===== src/adcc_map.svh =====
`ifndef ADCC_MAP_SVH
`define ADCC_MAP_SVH

// register indexes; byte address is four times the index
`define ADCC_IDX_PRESCALER  8'h94
`define ADCC_IDX_FLAG_BANK  8'h95
`define ADCC_IDX_RES_LOW    8'hAA
`define ADCC_IDX_RES_HIGH   8'hAB
`define ADCC_IDX_CHAN_REF   8'hAE
`define ADCC_IDX_AUX_CMD    8'hF8
`define ADCC_IDX_IRQ_STATUS 8'hC0
`define ADCC_IDX_IRQ_MASK   8'hC1

// field positions
`define ADCC_DIVSEL_LSB     2
`define ADCC_DONE_BIT       4
`define ADCC_START_BIT      4
`define ADCC_CHAN_LSB       4
`define ADCC_REF_LSB        2
`define ADCC_FORCEBG_BIT    1
`define ADCC_RESLO_LSB      4
`define ADCC_IRQ_DONE       0
`define ADCC_IRQ_ABORT      1

// reset values
`define ADCC_RST_DIVSEL     2'h0
`define ADCC_RST_CHAN       4'hF
`define ADCC_RST_REF        2'h0
`define ADCC_RST_FORCEBG    1'h0
`define ADCC_RST_MASK       2'h0

// codes
`define ADCC_CHAN_BANDGAP   4'hB
`define ADCC_REF_SUPPLY     2'h0

// divider terminal counts for /32, /16, /8, /4
`define ADCC_DIV32_LAST     5'h1F
`define ADCC_DIV16_LAST     5'h0F
`define ADCC_DIV8_LAST      5'h07
`define ADCC_DIV4_LAST      5'h03

// timing, in converter clock cycles; clock rates in Hz
`define ADCC_CONV_CYCLES    50
`define ADCC_BIT_CYCLES     2
`define ADCC_RES_BITS       12
`define ADCC_SAMPLE_CYCLES  (`ADCC_CONV_CYCLES - `ADCC_BIT_CYCLES * `ADCC_RES_BITS)
`define ADCC_SYSTEM_CLOCK_HZ      10000000
`define ADCC_CONV_MAX_HZ    1000000
`define ADCC_MIN_SAFE_DIV   ((`ADCC_SYSTEM_CLOCK_HZ + `ADCC_CONV_MAX_HZ - 1) / `ADCC_CONV_MAX_HZ)

`endif


===== src/adcc_pkg.sv =====
`default_nettype none

package adcc_pkg;

    typedef enum logic [2:0] {
        ADCC_IDLE    = 3'b001,
        ADCC_SAMPLE  = 3'b010,
        ADCC_CONVERT = 3'b100
    } adcc_state_e;

    typedef struct packed {
        adcc_state_e st;
        logic [1:0]  divSel;
        logic        doneFlag;
        logic [3:0]  chan;
        logic [1:0]  refSel;
        logic        forceBg;
        logic [7:0]  resHi;
        logic [3:0]  resLo;
        logic [11:0] trial;
        logic [3:0]  bitIdx;
        logic        phase;
        logic [4:0]  cnt;
        logic [1:0]  irqStat;
        logic [1:0]  irqMask;
        logic        waitReq;
        logic [31:0] rdata;
        logic        irq;
        logic        bandgapEn;
        logic        sampleHold;
        logic        busy;
        logic        doneEvt;
        logic        abortEvt;
    } adcc_regs_s;

    typedef struct packed {
        logic [4:0] cnt;
        logic       tick;
    } adcc_div_s;

endpackage : adcc_pkg

`default_nettype wire


===== src/adcc_clkdiv.sv =====
`timescale 1ns/1ps
`default_nettype none
`include "adcc_map.svh"

module adcc_clkdiv
    import adcc_pkg::*;
(
    input  wire logic       sys_clk,
    input  wire logic       rst_b,
    input  wire logic [1:0] divSel,
    input  wire logic       restart,
    output logic            tick
);

    adcc_div_s div_r;
    adcc_div_s div_nxt;

    function automatic logic [4:0] lastCount(input logic [1:0] sel);
        case (sel)
            2'h0:    lastCount = `ADCC_DIV32_LAST;
            2'h1:    lastCount = `ADCC_DIV16_LAST;
            2'h2:    lastCount = `ADCC_DIV8_LAST;
            default: lastCount = `ADCC_DIV4_LAST;
        endcase
    endfunction : lastCount

    always_comb begin
        div_nxt = div_r;
        div_nxt.tick = 1'b0;
        if (restart) begin
            div_nxt.cnt = 5'h0;
        end else if (div_r.cnt >= lastCount(divSel)) begin
            // >= so a smaller divisor written mid-count still wraps
            div_nxt.cnt = 5'h0;
            div_nxt.tick = 1'b1;
        end else begin
            div_nxt.cnt = div_r.cnt + 5'h1;
        end
    end

    always_ff @(posedge sys_clk or negedge rst_b) begin
        if (!rst_b) begin
            div_r <= '0;
        end else begin
            div_r <= div_nxt;
        end
    end

    assign tick = div_r.tick;
endmodule : adcc_clkdiv

`default_nettype wire


===== src/adcc_top.sv =====
// Functional notes
// - writing 1 to the start bit begins a conversion and the bit reads 1 until the conversion ends.
// - writing 0 to the start bit clears it.
// - a finished conversion sets the done flag and, when enabled, raises the interrupt.
// - the done flag clears on a write of 0 to it or on a write of 1 to the start bit.
// - a conversion takes 50 converter clocks: sample-and-hold, then two clocks per result bit.
// - the result loads at completion, bits 11..4 to the high byte and bits 3..0 to the low byte's top nibble.
// - the 4-bit channel field drives the input multiplexer, code 1011 being the bandgap and 1111 quarter supply.
// - selecting the bandgap channel turns the bandgap generator on by itself.
// - the force bit keeps the bandgap on, idle mode included, but never in stop or halt mode.
// - the 2-bit reference field picks the supply (00) or the scaled bandgap (01).
//
// Added by the designer: the Avalon-MM register port.
`timescale 1ns/1ps
`default_nettype none
`include "adcc_map.svh"

module adcc_top
    import adcc_pkg::*;
#(
    parameter int RES_BITS      = `ADCC_RES_BITS,
    parameter int SAMPLE_CYCLES = `ADCC_SAMPLE_CYCLES
)
(
    input  wire logic        sys_clk,
    input  wire logic        rst_b,
    input  wire logic [9:0]  avs_address,
    input  wire logic        avs_read,
    input  wire logic        avs_write,
    input  wire logic [31:0] avs_writedata,
    input  wire logic [3:0]  avs_byteenable,
    output logic      [31:0] avs_readdata,
    output logic             avs_waitrequest,
    input  wire logic        cmpHigh,
    input  wire logic        stopMode,
    output logic      [3:0]  muxChannel,
    output logic      [1:0]  refSelect,
    output logic             bandgapEnable,
    output logic             sampleHold,
    output logic      [11:0] sarCode,
    output logic             convBusy,
    output logic             irq
);

    if (RES_BITS != 12) begin : g_bad_width
        $error("result layout is fixed at 12 bits");
    end
    if (SAMPLE_CYCLES < 1 || SAMPLE_CYCLES > 31) begin : g_bad_sample
        $error("sample interval must be 1 to 31 converter clocks");
    end

    localparam logic [4:0] SAMPLE_LAST = 5'(SAMPLE_CYCLES - 1);

    adcc_regs_s  state_r;
    adcc_regs_s  state_nxt;

    logic [7:0]  regIdx;
    logic        wrLane;
    logic        startWr;
    logic        stopWr;
    logic        flagClrWr;
    logic        convStart;
    logic        tick;
    logic [11:0] finalCode;

    function automatic logic regHit(input logic [7:0] idx, input logic [7:0] target);
        regHit = (idx == target);
    endfunction : regHit

    assign regIdx    = avs_address[9:2];
    // write lands only at the edge where waitrequest is seen low
    assign wrLane    = avs_write && !state_r.waitReq && avs_byteenable[0];
    assign startWr   = wrLane && regHit(regIdx, `ADCC_IDX_AUX_CMD) && avs_writedata[`ADCC_START_BIT];
    assign stopWr    = wrLane && regHit(regIdx, `ADCC_IDX_AUX_CMD) && !avs_writedata[`ADCC_START_BIT];
    assign flagClrWr = wrLane && regHit(regIdx, `ADCC_IDX_FLAG_BANK) && !avs_writedata[`ADCC_DONE_BIT];
    assign convStart = startWr && (state_r.st == ADCC_IDLE);
    // last bit is decided by the comparator on the finishing tick
    assign finalCode = {state_r.trial[11:1], cmpHigh};

    adcc_clkdiv u_clkdiv (
        .sys_clk (sys_clk),
        .rst_b   (rst_b),
        .divSel  (state_r.divSel),
        .restart (convStart),
        .tick    (tick)
    );

    always_comb begin
        logic [7:0] rb;
        rb = 8'h00;
        state_nxt = state_r;
        state_nxt.doneEvt = 1'b0;
        state_nxt.abortEvt = 1'b0;

        // bus: one wait cycle, then a single low cycle that completes the access
        state_nxt.waitReq = 1'b1;
        if ((avs_read || avs_write) && state_r.waitReq) begin
            state_nxt.waitReq = 1'b0;
            if (regHit(regIdx, `ADCC_IDX_PRESCALER)) begin
                rb[`ADCC_DIVSEL_LSB +: 2] = state_r.divSel;
            end else if (regHit(regIdx, `ADCC_IDX_FLAG_BANK)) begin
                rb[`ADCC_DONE_BIT] = state_r.doneFlag;
            end else if (regHit(regIdx, `ADCC_IDX_RES_LOW)) begin
                rb[`ADCC_RESLO_LSB +: 4] = state_r.resLo;
            end else if (regHit(regIdx, `ADCC_IDX_RES_HIGH)) begin
                rb = state_r.resHi;
            end else if (regHit(regIdx, `ADCC_IDX_CHAN_REF)) begin
                rb[`ADCC_CHAN_LSB +: 4] = state_r.chan;
                rb[`ADCC_REF_LSB +: 2] = state_r.refSel;
                rb[`ADCC_FORCEBG_BIT] = state_r.forceBg;
            end else if (regHit(regIdx, `ADCC_IDX_AUX_CMD)) begin
                rb[`ADCC_START_BIT] = state_r.busy;
            end else if (regHit(regIdx, `ADCC_IDX_IRQ_STATUS)) begin
                rb[1:0] = state_r.irqStat;
            end else if (regHit(regIdx, `ADCC_IDX_IRQ_MASK)) begin
                rb[1:0] = state_r.irqMask;
            end
            if (avs_read) begin
                state_nxt.rdata = {24'h0000_00, rb};
            end
        end

        // configuration writes; result registers are read-only
        if (wrLane) begin
            if (regHit(regIdx, `ADCC_IDX_PRESCALER)) begin
                state_nxt.divSel = avs_writedata[`ADCC_DIVSEL_LSB +: 2];
            end else if (regHit(regIdx, `ADCC_IDX_CHAN_REF)) begin
                state_nxt.chan = avs_writedata[`ADCC_CHAN_LSB +: 4];
                state_nxt.refSel = avs_writedata[`ADCC_REF_LSB +: 2];
                state_nxt.forceBg = avs_writedata[`ADCC_FORCEBG_BIT];
            end else if (regHit(regIdx, `ADCC_IDX_IRQ_STATUS)) begin
                state_nxt.irqStat = state_r.irqStat & ~avs_writedata[1:0];
            end else if (regHit(regIdx, `ADCC_IDX_IRQ_MASK)) begin
                state_nxt.irqMask = avs_writedata[1:0];
            end
        end

        case (state_r.st)
            ADCC_IDLE: begin
                if (startWr) begin
                    state_nxt.st = ADCC_SAMPLE;
                    state_nxt.cnt = 5'h0;
                    state_nxt.trial = 12'h000;
                    state_nxt.sampleHold = 1'b1;
                end
            end
            ADCC_SAMPLE: begin
                if (stopWr) begin
                    state_nxt.st = ADCC_IDLE;
                    state_nxt.sampleHold = 1'b0;
                    state_nxt.abortEvt = 1'b1;
                end else if (tick) begin
                    if (state_r.cnt == SAMPLE_LAST) begin
                        state_nxt.st = ADCC_CONVERT;
                        state_nxt.bitIdx = 4'hB;
                        state_nxt.phase = 1'b0;
                        state_nxt.sampleHold = 1'b0;
                    end else begin
                        state_nxt.cnt = state_r.cnt + 5'h1;
                    end
                end
            end
            ADCC_CONVERT: begin
                if (stopWr) begin
                    state_nxt.st = ADCC_IDLE;
                    state_nxt.abortEvt = 1'b1;
                end else if (tick) begin
                    // two ticks a bit: set trial bit, then let the dac settle and judge
                    if (!state_r.phase) begin
                        state_nxt.trial[state_r.bitIdx] = 1'b1;
                        state_nxt.phase = 1'b1;
                    end else begin
                        state_nxt.phase = 1'b0;
                        if (!cmpHigh) begin
                            state_nxt.trial[state_r.bitIdx] = 1'b0;
                        end
                        if (state_r.bitIdx == 4'h0) begin
                            state_nxt.trial = finalCode;
                            state_nxt.resHi = finalCode[11:4];
                            state_nxt.resLo = finalCode[3:0];
                            state_nxt.st = ADCC_IDLE;
                            state_nxt.doneEvt = 1'b1;
                        end else begin
                            state_nxt.bitIdx = state_r.bitIdx - 4'h1;
                        end
                    end
                end
            end
            default: begin
                state_nxt.st = ADCC_IDLE;
                state_nxt.sampleHold = 1'b0;
            end
        endcase

        // set after clear so a completion in the clearing cycle survives
        if (flagClrWr || startWr) begin
            state_nxt.doneFlag = 1'b0;
        end
        if (state_nxt.doneEvt) begin
            state_nxt.doneFlag = 1'b1;
            state_nxt.irqStat[`ADCC_IRQ_DONE] = 1'b1;
        end
        if (state_nxt.abortEvt) begin
            state_nxt.irqStat[`ADCC_IRQ_ABORT] = 1'b1;
        end

        state_nxt.irq = |(state_nxt.irqStat & state_nxt.irqMask);
        state_nxt.busy = (state_nxt.st != ADCC_IDLE);
        // bandgap follows current settings; stop mode overrides the force bit
        state_nxt.bandgapEn = !stopMode
            && (state_r.forceBg || state_r.chan == `ADCC_CHAN_BANDGAP);
    end

    always_ff @(posedge sys_clk or negedge rst_b) begin
        if (!rst_b) begin
            state_r <= '0;
            state_r.st <= ADCC_IDLE;
            state_r.divSel <= `ADCC_RST_DIVSEL;
            state_r.chan <= `ADCC_RST_CHAN;
            state_r.refSel <= `ADCC_RST_REF;
            state_r.forceBg <= `ADCC_RST_FORCEBG;
            state_r.irqMask <= `ADCC_RST_MASK;
            state_r.waitReq <= 1'b1;
        end else begin
            state_r <= state_nxt;
        end
    end

    assign avs_readdata    = state_r.rdata;
    assign avs_waitrequest = state_r.waitReq;
    assign muxChannel      = state_r.chan;
    assign refSelect       = state_r.refSel;
    assign bandgapEnable   = state_r.bandgapEn;
    assign sampleHold      = state_r.sampleHold;
    assign sarCode         = state_r.trial;
    assign convBusy        = state_r.busy;
    assign irq             = state_r.irq;

    // converter ticks seen while busy since the last start
    logic [5:0] convTicks;
    always_ff @(posedge sys_clk or negedge rst_b) begin
        if (!rst_b) begin
            convTicks <= 6'h00;
        end else if (convStart) begin
            convTicks <= 6'h00;
        end else if (tick && state_r.busy) begin
            convTicks <= convTicks + 6'h01;
        end
    end
endmodule : adcc_top

`default_nettype wire


===== config.mk =====
export PLATFORM = sky130hd
export DESIGN_NAME = adcc_top
export DESIGN_NICKNAME = d
export VERILOG_FILES = /design/src/adcc_pkg.sv /design/src/adcc_clkdiv.sv /design/src/adcc_top.sv
export VERILOG_INCLUDE_DIRS = /design/src
export SDC_FILE = /design/constraint.sdc
export NUM_CORES = 1
export LEC_CHECK = 0
export ABC_AREA = 1
export BUFFER_PORTS_ARGS = -buffer_cell sky130_fd_sc_hd__buf_4
export CELL_PAD_IN_SITES_DETAIL_PLACEMENT = 0
export CELL_PAD_IN_SITES_GLOBAL_PLACEMENT = 2
export CORE_UTILIZATION = 33
export CTS_CLUSTER_DIAMETER = 100
export CTS_CLUSTER_SIZE = 14
export DETAILED_ROUTE_END_ITERATION = 10
export PLACE_DENSITY_LB_ADDON = 0.1
export SYNTH_ARGS = -nofsm -noshare
export SYNTH_HDL_FRONTEND = slang
export SYNTH_SLANG_ARGS = --single-unit

===== constraint.sdc =====
create_clock -name sys_clk -period 2.97 [get_ports sys_clk]
set_input_delay 0.594 -clock sys_clk [delete_from_list [all_inputs] [get_ports sys_clk]]
set_output_delay 0.594 -clock sys_clk [all_outputs]
set_load 0.1 [all_outputs]

==> Yosys cells after proc, flatten, opt, wreduce, memory -nomap -nowiden <==
Index checks and enable logic that the tools add are counted.
{ "classes": {"n_addsub": 3, "order_cmp": 3, "eq_ne": 30, "mux": 76, "bitwise": 9, "reduce_logical": 35} }
{ "op_table": {"columns": ["operator", "n"], "rows": [
  ["$eq 8x8->1 const B", 8],
  ["$mux 12", 4],
  ["$mux 4", 9],
  ["$mux 17", 2],
  ["$mux 33", 1],
  ["$mux 3", 10],
  ["$mux 5", 6],
  ["$mux 1", 24],
  ["$pmux 12 s2", 1],
  ["$mux 10", 2],
  ["$pmux 5 s2", 2],
  ["$mux 2", 9],
  ["$mux 8", 2],
  ["$pmux 5 s3", 1],
  ["$reduce_and 5->1", 3],
  ["$ne 2x2->1 const B", 7],
  ["$and 12x12->12", 1],
  ["$not 12->12", 1],
  ["$or 12x12->12", 1],
  ["$reduce_and 6->1", 2],
  ["$logic_and 1x1->1", 11],
  ["$add 5x1->5 const B", 2],
  ["$ne 3x3->1 const B", 3],
  ["$pmux 3 s3", 1],
  ["other kinds (30)", 43]
]} }
{ "word_totals": {"ff_bits": 70, "elab_cells": 179} }

==> Longest topological paths before layout <==
Gate-level depths: netlist of run 1.
{ "logic_depth": {"word_depth": 12, "ltp_mapped": 11, "mapped_depth_nobuf": 11} }

==> Modules after synthesis <==
From an unflattened synthesis of run 1, not the netlist that was laid out.
{ "hier_totals": {"hier_cells": 594, "hier_area_um2": 4588.2} }
{ "modules_own_cells": {"columns": ["module", "n_inst", "cells_each", "area_each_um2", "seq_area_each_um2"], "rows": [
  ["adcc_top", 1, 545, 4217.8, 1609.0],
  ["adcc_clkdiv", 1, 49, 370.4, 150.1]
]} }

==> Least setup slack after synthesis of run 1 <==
OpenSTA, ideal clock, no wires.
{ "synth_timing": {"kind": "register to register", "from": "register state_r, in the netlist avs_waitrequest", "to": "register state_r, in the netlist sarCode[3]", "setup_time_ps": 115, "t_arrival_ps": 1773, "setup_slack_ps": 1082, "path_stages_with_launch": 10, "synth_period_minus_slack_ps": 1888, "cell_sequence": "dfstp_2 nand3b_4 nor2_2 nand2_4 nand3_4 nand2_4 nand2_4 buf_12 nand2_2 nand2_2"} }
{ "synth_between": {"elab_chain_cells": 7, "elab_cells_between_ends": 9} }
{ "synth_lines": {"columns": ["element", "line", "rtl"], "rows": [
  ["start: declaration", "adcc_top.sv:54", "adcc_regs_s state_r;"],
  ["start signal: assignment", "adcc_top.sv:225", "state_r <= state_nxt;"],
  ["$logic_not 1->1 *", "adcc_top.sv:72", "assign wrLane = avs_write && !state_r.waitReq && avs_byteenable[0];"],
  ["$logic_and 1x1->1 * (2 in a row)", "adcc_top.sv:72", null],
  ["$logic_and 1x1->1 *", "adcc_top.sv:73, adcc_top.sv:74", null],
  ["$logic_and 1x1->1 (on tied branches)", "adcc_top.sv:74, adcc_top.sv:73", null],
  ["$ne 2x2->1 (no line)", null, null],
  ["$reduce_and 6->1 (no line) *", null, null]
]} }
Every way passes the cells marked *; elsewhere a longest branch is shown, timed or not.
A chain may end at the register's enable or synchronous reset.

==> impl_metrics.py, run 1 <==
metrics = {
    "flow_run": {
        "cap_violations": 0,
    },
    "logic_synthesis": {
        "seq_area_frac_synth_pct": 38.6,
        "synthCells": 587,
        "async_flop_share_pct": 100,
        "yosysWarnings": 0,
        "synth_largest_area_cell": "dfrtp_1",
        "synth_ff_type": "dfrtp_1",
        "netlist_top_cells_area": "dfrtp_1 35%, nand2_1 13%, buf_4 8.4%",
        "ys_ff_latch": 70,
        "ys_types": 43,
        "synth_edf_count": 0,
        "synthesis.area_sq_um": 4560,
        "synth_top_area_share_pct": 35.1,
        "syn_avg_cell_area_sq_um": 7.77,
    },
    "placed_design": {
        "place.gp.congestion": 0.806,
        "portBuffers": 53,
        "place_worst_setup_slack_ps": 889,
        "place_hpwl_microns": 8060,
    },
    "routing": {
        "ant_nets": 0,
        "drtIter0Drc": 144,
        "route.detailed.drc": 0,
        "firstDrtPassIters": 4,
        "totalWireLength_microns": 10900,
        "via_count": 3587,
        "wl_per_cell_microns": 13.7,
        "avgViaCountPerCell": 4.51,
    },
    "clock_network": {
        "cts_hold_buffers": 0,
        "cts_tree": "built",
        "insertion_delay_ps": 350,
        "clockBufferDepth": 2,
        "numCtsBuffers": 9,
        "clkTransAtPathRegs_ps": 60,
        "cts-root-buf": "clkbuf_16",
        "cts_resized": 0,
        "post_cts_buffers": 0,
        "htreeDepth": 3,
        "clkSinkCount": 70,
    },
    "pwr": {
        "clkPwrFrac_pct": 46.2,
        "power_density_nw_per_um2": 478,
        "seqPwrFrac_pct": 40.2,
        "max-vdd-ir-drop_v": 0.000299,
        "p_switching_mw": 0.745,
        "swShare_pct": 30.4,
        "p_int_mw": 1.70,
        "leakage_nw": 2.67,
        "combPwrFrac_pct": 13.5,
    },
    "timing": {
        "fin_ws_ps": 944,
        "post-route-min-period_ps": 2030,
        "setup_viol": 0,
        "rsz0062_at_grt": "no",
        "hold_violations": 0,
        "fmax_mhz": 494,
        "max_slew_margin_pct": 38.4,
        "tightest_slew_ps": 925,
        "fin_skew_ps": 9.05,
        "drv_slew": 0,
        "period_share_pct": 68.2,
        "fin_setup_tns_ps": 0,
        "whs_ps": 386,
    },
    "die": {
        "die_height_microns": 120,
        "std_cell_rows": 42,
        "initial_core_util_pct": 34.2,
        "dieArea_sq_um": 14300,
        "dieWidth_microns": 120,
        "core_area_sq_um": 13300,
        "io_pins": 107,
    },
    "worst_setup_path": {
        "end_kind": "flop",
        "crit_arrival_ps": 2310,
        "cp.required_ps": 3260,
        "r2r-start": "state_r[50]$_DFFE_PN0P_",
        "reg2reg_slack_ps": 940,
        "r2r_end": "irq$_DFF_PN0_",
        "reg2reg_depth": 10,
        "worstSetupPathType": "flop to flop",
        "slowest_stage": "dfrtp_1",
        "critPathLaunch": "state_r[50]$_DFFE_PN0P_",
        "slowest_delay_ps": 410,
        "crit_chain": "inv_1 -> ha_1 -> nand2_4 -> inv_4 -> nand3_4 -> nor2_8 -> nand2_4 -> nand3_1 -> nand2_1 -> nand2_1",
        "cp_max_fo": 23,
        "start_kind": "flop",
        "endpoint": "irq$_DFF_PN0_",
    },
    "run_status": {
        "status": "complete, no violations",
    },
    "global_route": {
        "antenna_found_initial": 0,
        "grt_pass1_vias": 3584,
        "grt_max_degree": 71,
        "grt_use_total_pct": 16.7,
        "overflow": 0,
        "grt_pass1_wl_microns": 18500,
    },
    "layout": {
        "num_antenna_cells": 0,
        "drive_above_1_share_pct": 23.4,
        "fin_nets": 678,
        "fillers": 1454,
        "syn2layout_area_growth_pct": 12.3,
        "seq_area_sq_um": 1760,
        "multi_input_area_sq_um": 2190,
        "fin_util_pct": 38.4,
    },
    "min_path": {
        "min_path_type": "input pin to async pin",
    },
}
## synthesized netlist by cell type (3+ instances only)
library cell / instances
inv_1: 57
ha_1: 11
nand3_2: 4
nand3_1: 45
nand4_1: 12
dfrtp_1: 64
buf_6: 3
o21ai_2: 10
nor2_2: 5
inv_2: 3
or2_2: 6
nor3b_1: 3
nand2_2: 26
clkbuf_1: 3
nand2_4: 5
o21ai_0: 17
buf_4: 51
xor2_1: 4
dfstp_2: 6
a21oi_1: 16
nor2_1: 37
o21ai_1: 4
nand2_1: 158
nor3_1: 12
## cells by family after synthesis
group                    after synthesis  synth area share (%)
flip-flops                            70                  38.6
AO/OA/AOI/OAI                         55                  7.57
XOR/XNOR                               6                  1.15
buffers and inverters                122                  15.2
other                                  1                0.0822
AND/OR/NAND/NOR                      322                  34.4
adder cells (fa/ha/maj)               11                  3.02
## state kept, by name, indices dropped and copies added (netlist names)
| register | flops |
|---|---|
| avs_readdata | 8 |
| avs_waitrequest | 1 |
| bandgapEnable | 1 |
| convBusy | 1 |
| irq | 1 |
| muxChannel | 4 |
| refSelect | 2 |
| sampleHold | 1 |
| sarCode | 12 |
| state_r | 33 |
| u_clkdiv.div_r | 5 |
| u_clkdiv.tick | 1 |
## stage by stage
step           power (mW)  cells  area (sq um)
5_1_grt              2.55    796          5120
4_1_cts              2.49    796          5120
3_5_place_dp         1.34    780          4810
6_report             2.45    796          5120
3_3_place_gp         1.33    780          4810
2_1_floorplan        1.29    610          4650
## layout by cell type (no fill, tap or decap), drive strengths merged, types with 4 or more instances in the layout
cell type and instances:
nand2 189, dfrtp 64, inv 62, buf 54
nand3 51, nor2 45, o21ai 31, conb 24
a21oi 16, nand4 13, nor3 13, ha 11
clkbuf 10, or2 7, dfstp 6, xor2 4
clkinv 4
## worst min-delay path by stage
| stage | to | slack [ps] | cells after the start |
|---|---|---|---|
| after global placement | state_r[67]$_DFFE_PN0P_ | 460 | 2 |
| final | u_clkdiv.div_r[4]$_DFF_PN0_ | 390 | 1 |
| after floorplan | avs_readdata[0]$_DFFE_PN0P_ | 300 | 0 |
| after CTS | bandgapEnable$_DFF_PN0_ | 380 | 2 |
| after detailed placement | avs_readdata[0]$_DFFE_PN0P_ | 470 | 2 |
| after global routing | bandgapEnable$_DFF_PN0_ | 390 | 2 |
## final cells by class
class                   instances  share of cell area (%)
well taps                     176                    4.30
flip-flops and latches         70                    34.3
repair buffers                 54                    7.91
multi-input cells             418                    42.8
clock inverters                 6                    1.34
inverters                      62                    4.59
clock buffers                  10                    4.67
## power groups by stage
| stage | sequential, mW | combinational (mW) | clock (mW) |
|---|---|---|---|
| floorplan | 1.02 | 0.267 | 0 |
| detailed placement | 1.00 | 0.334 | 0 |
| finish | 0.985 | 0.331 | 1.13 |
| global placement | 1.00 | 0.333 | 0 |
| CTS | 0.985 | 0.334 | 1.17 |
| global route | 0.988 | 0.354 | 1.21 |
## worst max-delay path, delay by kind of cell (launching register included)
| kind | cells | cell delay, ps |
|---|---|---|
| adder cells (fa/ha/maj) | 1 | 350 |
| buffers and inverters | 2 | 290 |
| flip-flops | 1 | 410 |
| AND/OR/NAND/NOR | 7 | 910 |
## metal layers
| layer | vias up | track usage, % | part of all wire (%) | wire length (microns) |
|---|---|---|---|---|
| li1 | 1852 | - | - | - |
| met1 | 1652 | 22.7 | 49 | 5390 |
| met2 | 72 | 26.3 | 46 | 4970 |
| met3 | 11 | 2.71 | 3.3 | 355 |
| met4 | 0 | 6.88 | 1.7 | 182 |
| met5 | - | 0 | 0 | 0 |
Power figures use the tool's default switching activity.
==> run 2, diff against run 1 <==
--- a/config.mk
+++ b/config.mk
@@ -10,7 +10,7 @@
 export BUFFER_PORTS_ARGS = -buffer_cell sky130_fd_sc_hd__buf_4
 export CELL_PAD_IN_SITES_DETAIL_PLACEMENT = 0
 export CELL_PAD_IN_SITES_GLOBAL_PLACEMENT = 2
-export CORE_UTILIZATION = 33
+export CORE_UTILIZATION = 28
 export CTS_CLUSTER_DIAMETER = 100
 export CTS_CLUSTER_SIZE = 14
 export DETAILED_ROUTE_END_ITERATION = 10
==> constraint.sdc (replaced) <==
create_clock -name sys_clk -period 1.8 [get_ports sys_clk]
set_input_delay 0.36 -clock sys_clk [delete_from_list [all_inputs] [get_ports sys_clk]]
set_output_delay 0.36 -clock sys_clk [all_outputs]
set_load 0.1 [all_outputs]
==> impl_metrics.py, run 2 (synthesis results as in run 1) <==
metrics = {
    "run_status": {
        "status": "complete, no violations",
    },
    "global_route": {
        "overflow": 0,
        "antenna_found_initial": 0,
        "grt_max_degree": 39,
        "grt_pass1_vias": 3518,
        "grt_pass1_wl_microns": 18800,
        "grt_use_total_pct": 15.0,
    },
    "routing": {
        "route.detailed.drc": 0,
        "firstDrtPassIters": 4,
        "via_count": 3657,
        "wl_per_cell_microns": 13.5,
        "ant_nets": 0,
        "totalWireLength_microns": 11700,
        "avgViaCountPerCell": 4.24,
        "drtIter0Drc": 235,
    },
    "worst_setup_path": {
        "worstSetupPathType": "flop to flop",
        "cp_max_fo": 5,
        "reg2reg_slack_ps": 120,
        "reg2reg_depth": 8,
        "r2r-start": "avs_waitrequest$_DFF_PN1_",
        "start_kind": "flop",
        "crit_arrival_ps": 1910,
        "end_kind": "flop",
        "r2r_end": "state_r[51]$_DFFE_PN0P_",
        "cp.required_ps": 2030,
    },
    "clock_network": {
        "post_cts_buffers": 0,
        "clkSinkCount": 70,
        "insertion_delay_ps": 340,
        "numCtsBuffers": 9,
        "clkTransAtPathRegs_ps": 60,
        "cts-root-buf": "clkbuf_16",
        "htreeDepth": 3,
        "clockBufferDepth": 2,
        "cts_tree": "built",
    },
    "timing": {
        "setup_viol": 0,
        "whs_ps": 167,
        "post-route-min-period_ps": 1680,
        "rsz0062_at_grt": "yes",
        "hold_violations": 0,
        "fin_skew_ps": 5.47,
        "drv_slew": 0,
        "fmax_mhz": 595,
        "period_share_pct": 93.3,
    },
    "layout": {
        "largest_register_ffs": 33,
        "drive_above_1_share_pct": 26.9,
        "fin_area_sq_um": 5490,
        "fin_util_pct": 34.6,
        "num_antenna_cells": 0,
        "final_common_cell": "nand2_1",
        "fin_nets": 705,
        "final_cell_mix": "158 x nand2_1, 78 x buf_4, 64 x dfrtp_1, 57 x inv_1, 45 x nand3_1",
        "top_register": "state_r",
        "syn2layout_area_growth_pct": 20.5,
        "fillers": 1709,
    },
    "placed_design": {
        "place_hpwl_microns": 9120,
        "place.gp.congestion": 0.789,
        "dpl_cell_area_sq_um": 5090,
        "portBuffers": 53,
    },
    "pwr": {
        "leakage_nw": 2.82,
        "power_density_nw_per_um2": 805,
        "max-vdd-ir-drop_v": 0.000413,
        "fin_total_pwr_mw": 4.42,
    },
    "min_path": {
        "min_path_type": "input pin to flop",
        "holdPathStages": 2,
        "min_from": "stopMode",
        "holdPathEnd": "bandgapEnable$_DFF_PN0_",
    },
    "die": {
        "die_height_microns": 130,
        "io_pins": 107,
        "core_area_sq_um": 15900,
        "initial_core_util_pct": 28.7,
        "std_cell_rows": 46,
        "dieArea_sq_um": 16800,
        "dieWidth_microns": 130,
    },
    "flow_run": {
        "cap_violations": 0,
    },
}
-- run 2: cell count changes in the layout (fill, tap and decap cells not counted), sizes merged --
cell / before / now
buf: 54 / 80
bufinv: 1 / 4
clkbuf: 10 / 9
clkinvlp: 1 / 0
dlygate4sd3: 0 / 1
inv: 62 / 61
-- run 2: layout make-up --
type,instances,area [sq um],area share [%]
clock buffer,9,225,4.10
multi-input combinational,418,2220,40.4
inverter,62,235,4.28
sequential,70,1760,32.1
clock inverter,7,146,2.66
tap,216,270,4.92
timing repair buffer,81,636,11.6
-- run 2: per-layer routing --
metal	vias to the layer above	share of wire [%]	global-route usage, %
met4	0	2.3	7.66
li1	1910	-	-
met5	-	0	0
met3	18	3.1	2.52
met1	1664	47	19.9
met2	65	47	23.6
-- run 2: how the worst max path moves through the flow --
stage,from,to,slack [ps],cells after the start
2_1_floorplan,avs_waitrequest$_DFF_PN1_,sarCode[3]$_DFFE_PN0P_,30,9
3_3_place_gp,avs_waitrequest$_DFF_PN1_,state_r[77]$_DFFE_PN0P_,80,7
3_5_place_dp,avs_address[7],state_r[77]$_DFFE_PN0P_,80,9
4_1_cts,avs_waitrequest$_DFF_PN1_,muxChannel[3]$_DFFE_PN1P_,70,7
5_1_grt,avs_waitrequest$_DFF_PN1_,state_r[50]$_DFFE_PN0P_,-4,8
6_report,avs_waitrequest$_DFF_PN1_,state_r[51]$_DFFE_PN0P_,120,8
-- run 2: critical path, stage by stage, from the launching register on --
cell and delay [ps]:
dfstp_4 620, nand3b_4 170, nor2_2 80, nand3_1 160, nand2_1 100, inv_1 150, nand3_2 140, nand2_1 90
nand2_1 50
-- run 2: power by group --
| group | internal, mW | switching [mW] |
|---|---|---|
| Combinational | 0.0984 | 0.464 |
| Clock | 1.50 | 0.730 |
| Sequential | 1.61 | 0.0222 |
-- run 2: what timing repair did --
item                                    4_1_cts  5_1_grt
gates resized for setup                       0        6
endpoints found under the setup margin        0       16
hold buffers                                  1        0
endpoints found under the hold margin        14        0
-- run 2: metrics by stage --
| step | setup TNS, ps | instances | worst slack (ps) |
|---|---|---|---|
| 2_1_floorplan | 0 | 610 | 32.3 |
| 3_3_place_gp | 0 | 846 | 81.7 |
| 3_5_place_dp | 0 | 846 | 83.7 |
| 4_1_cts | 0 | 863 | 67.7 |
| 5_1_grt | -3.68 | 863 | -3.68 |
| 6_report | 0 | 863 | 121 |
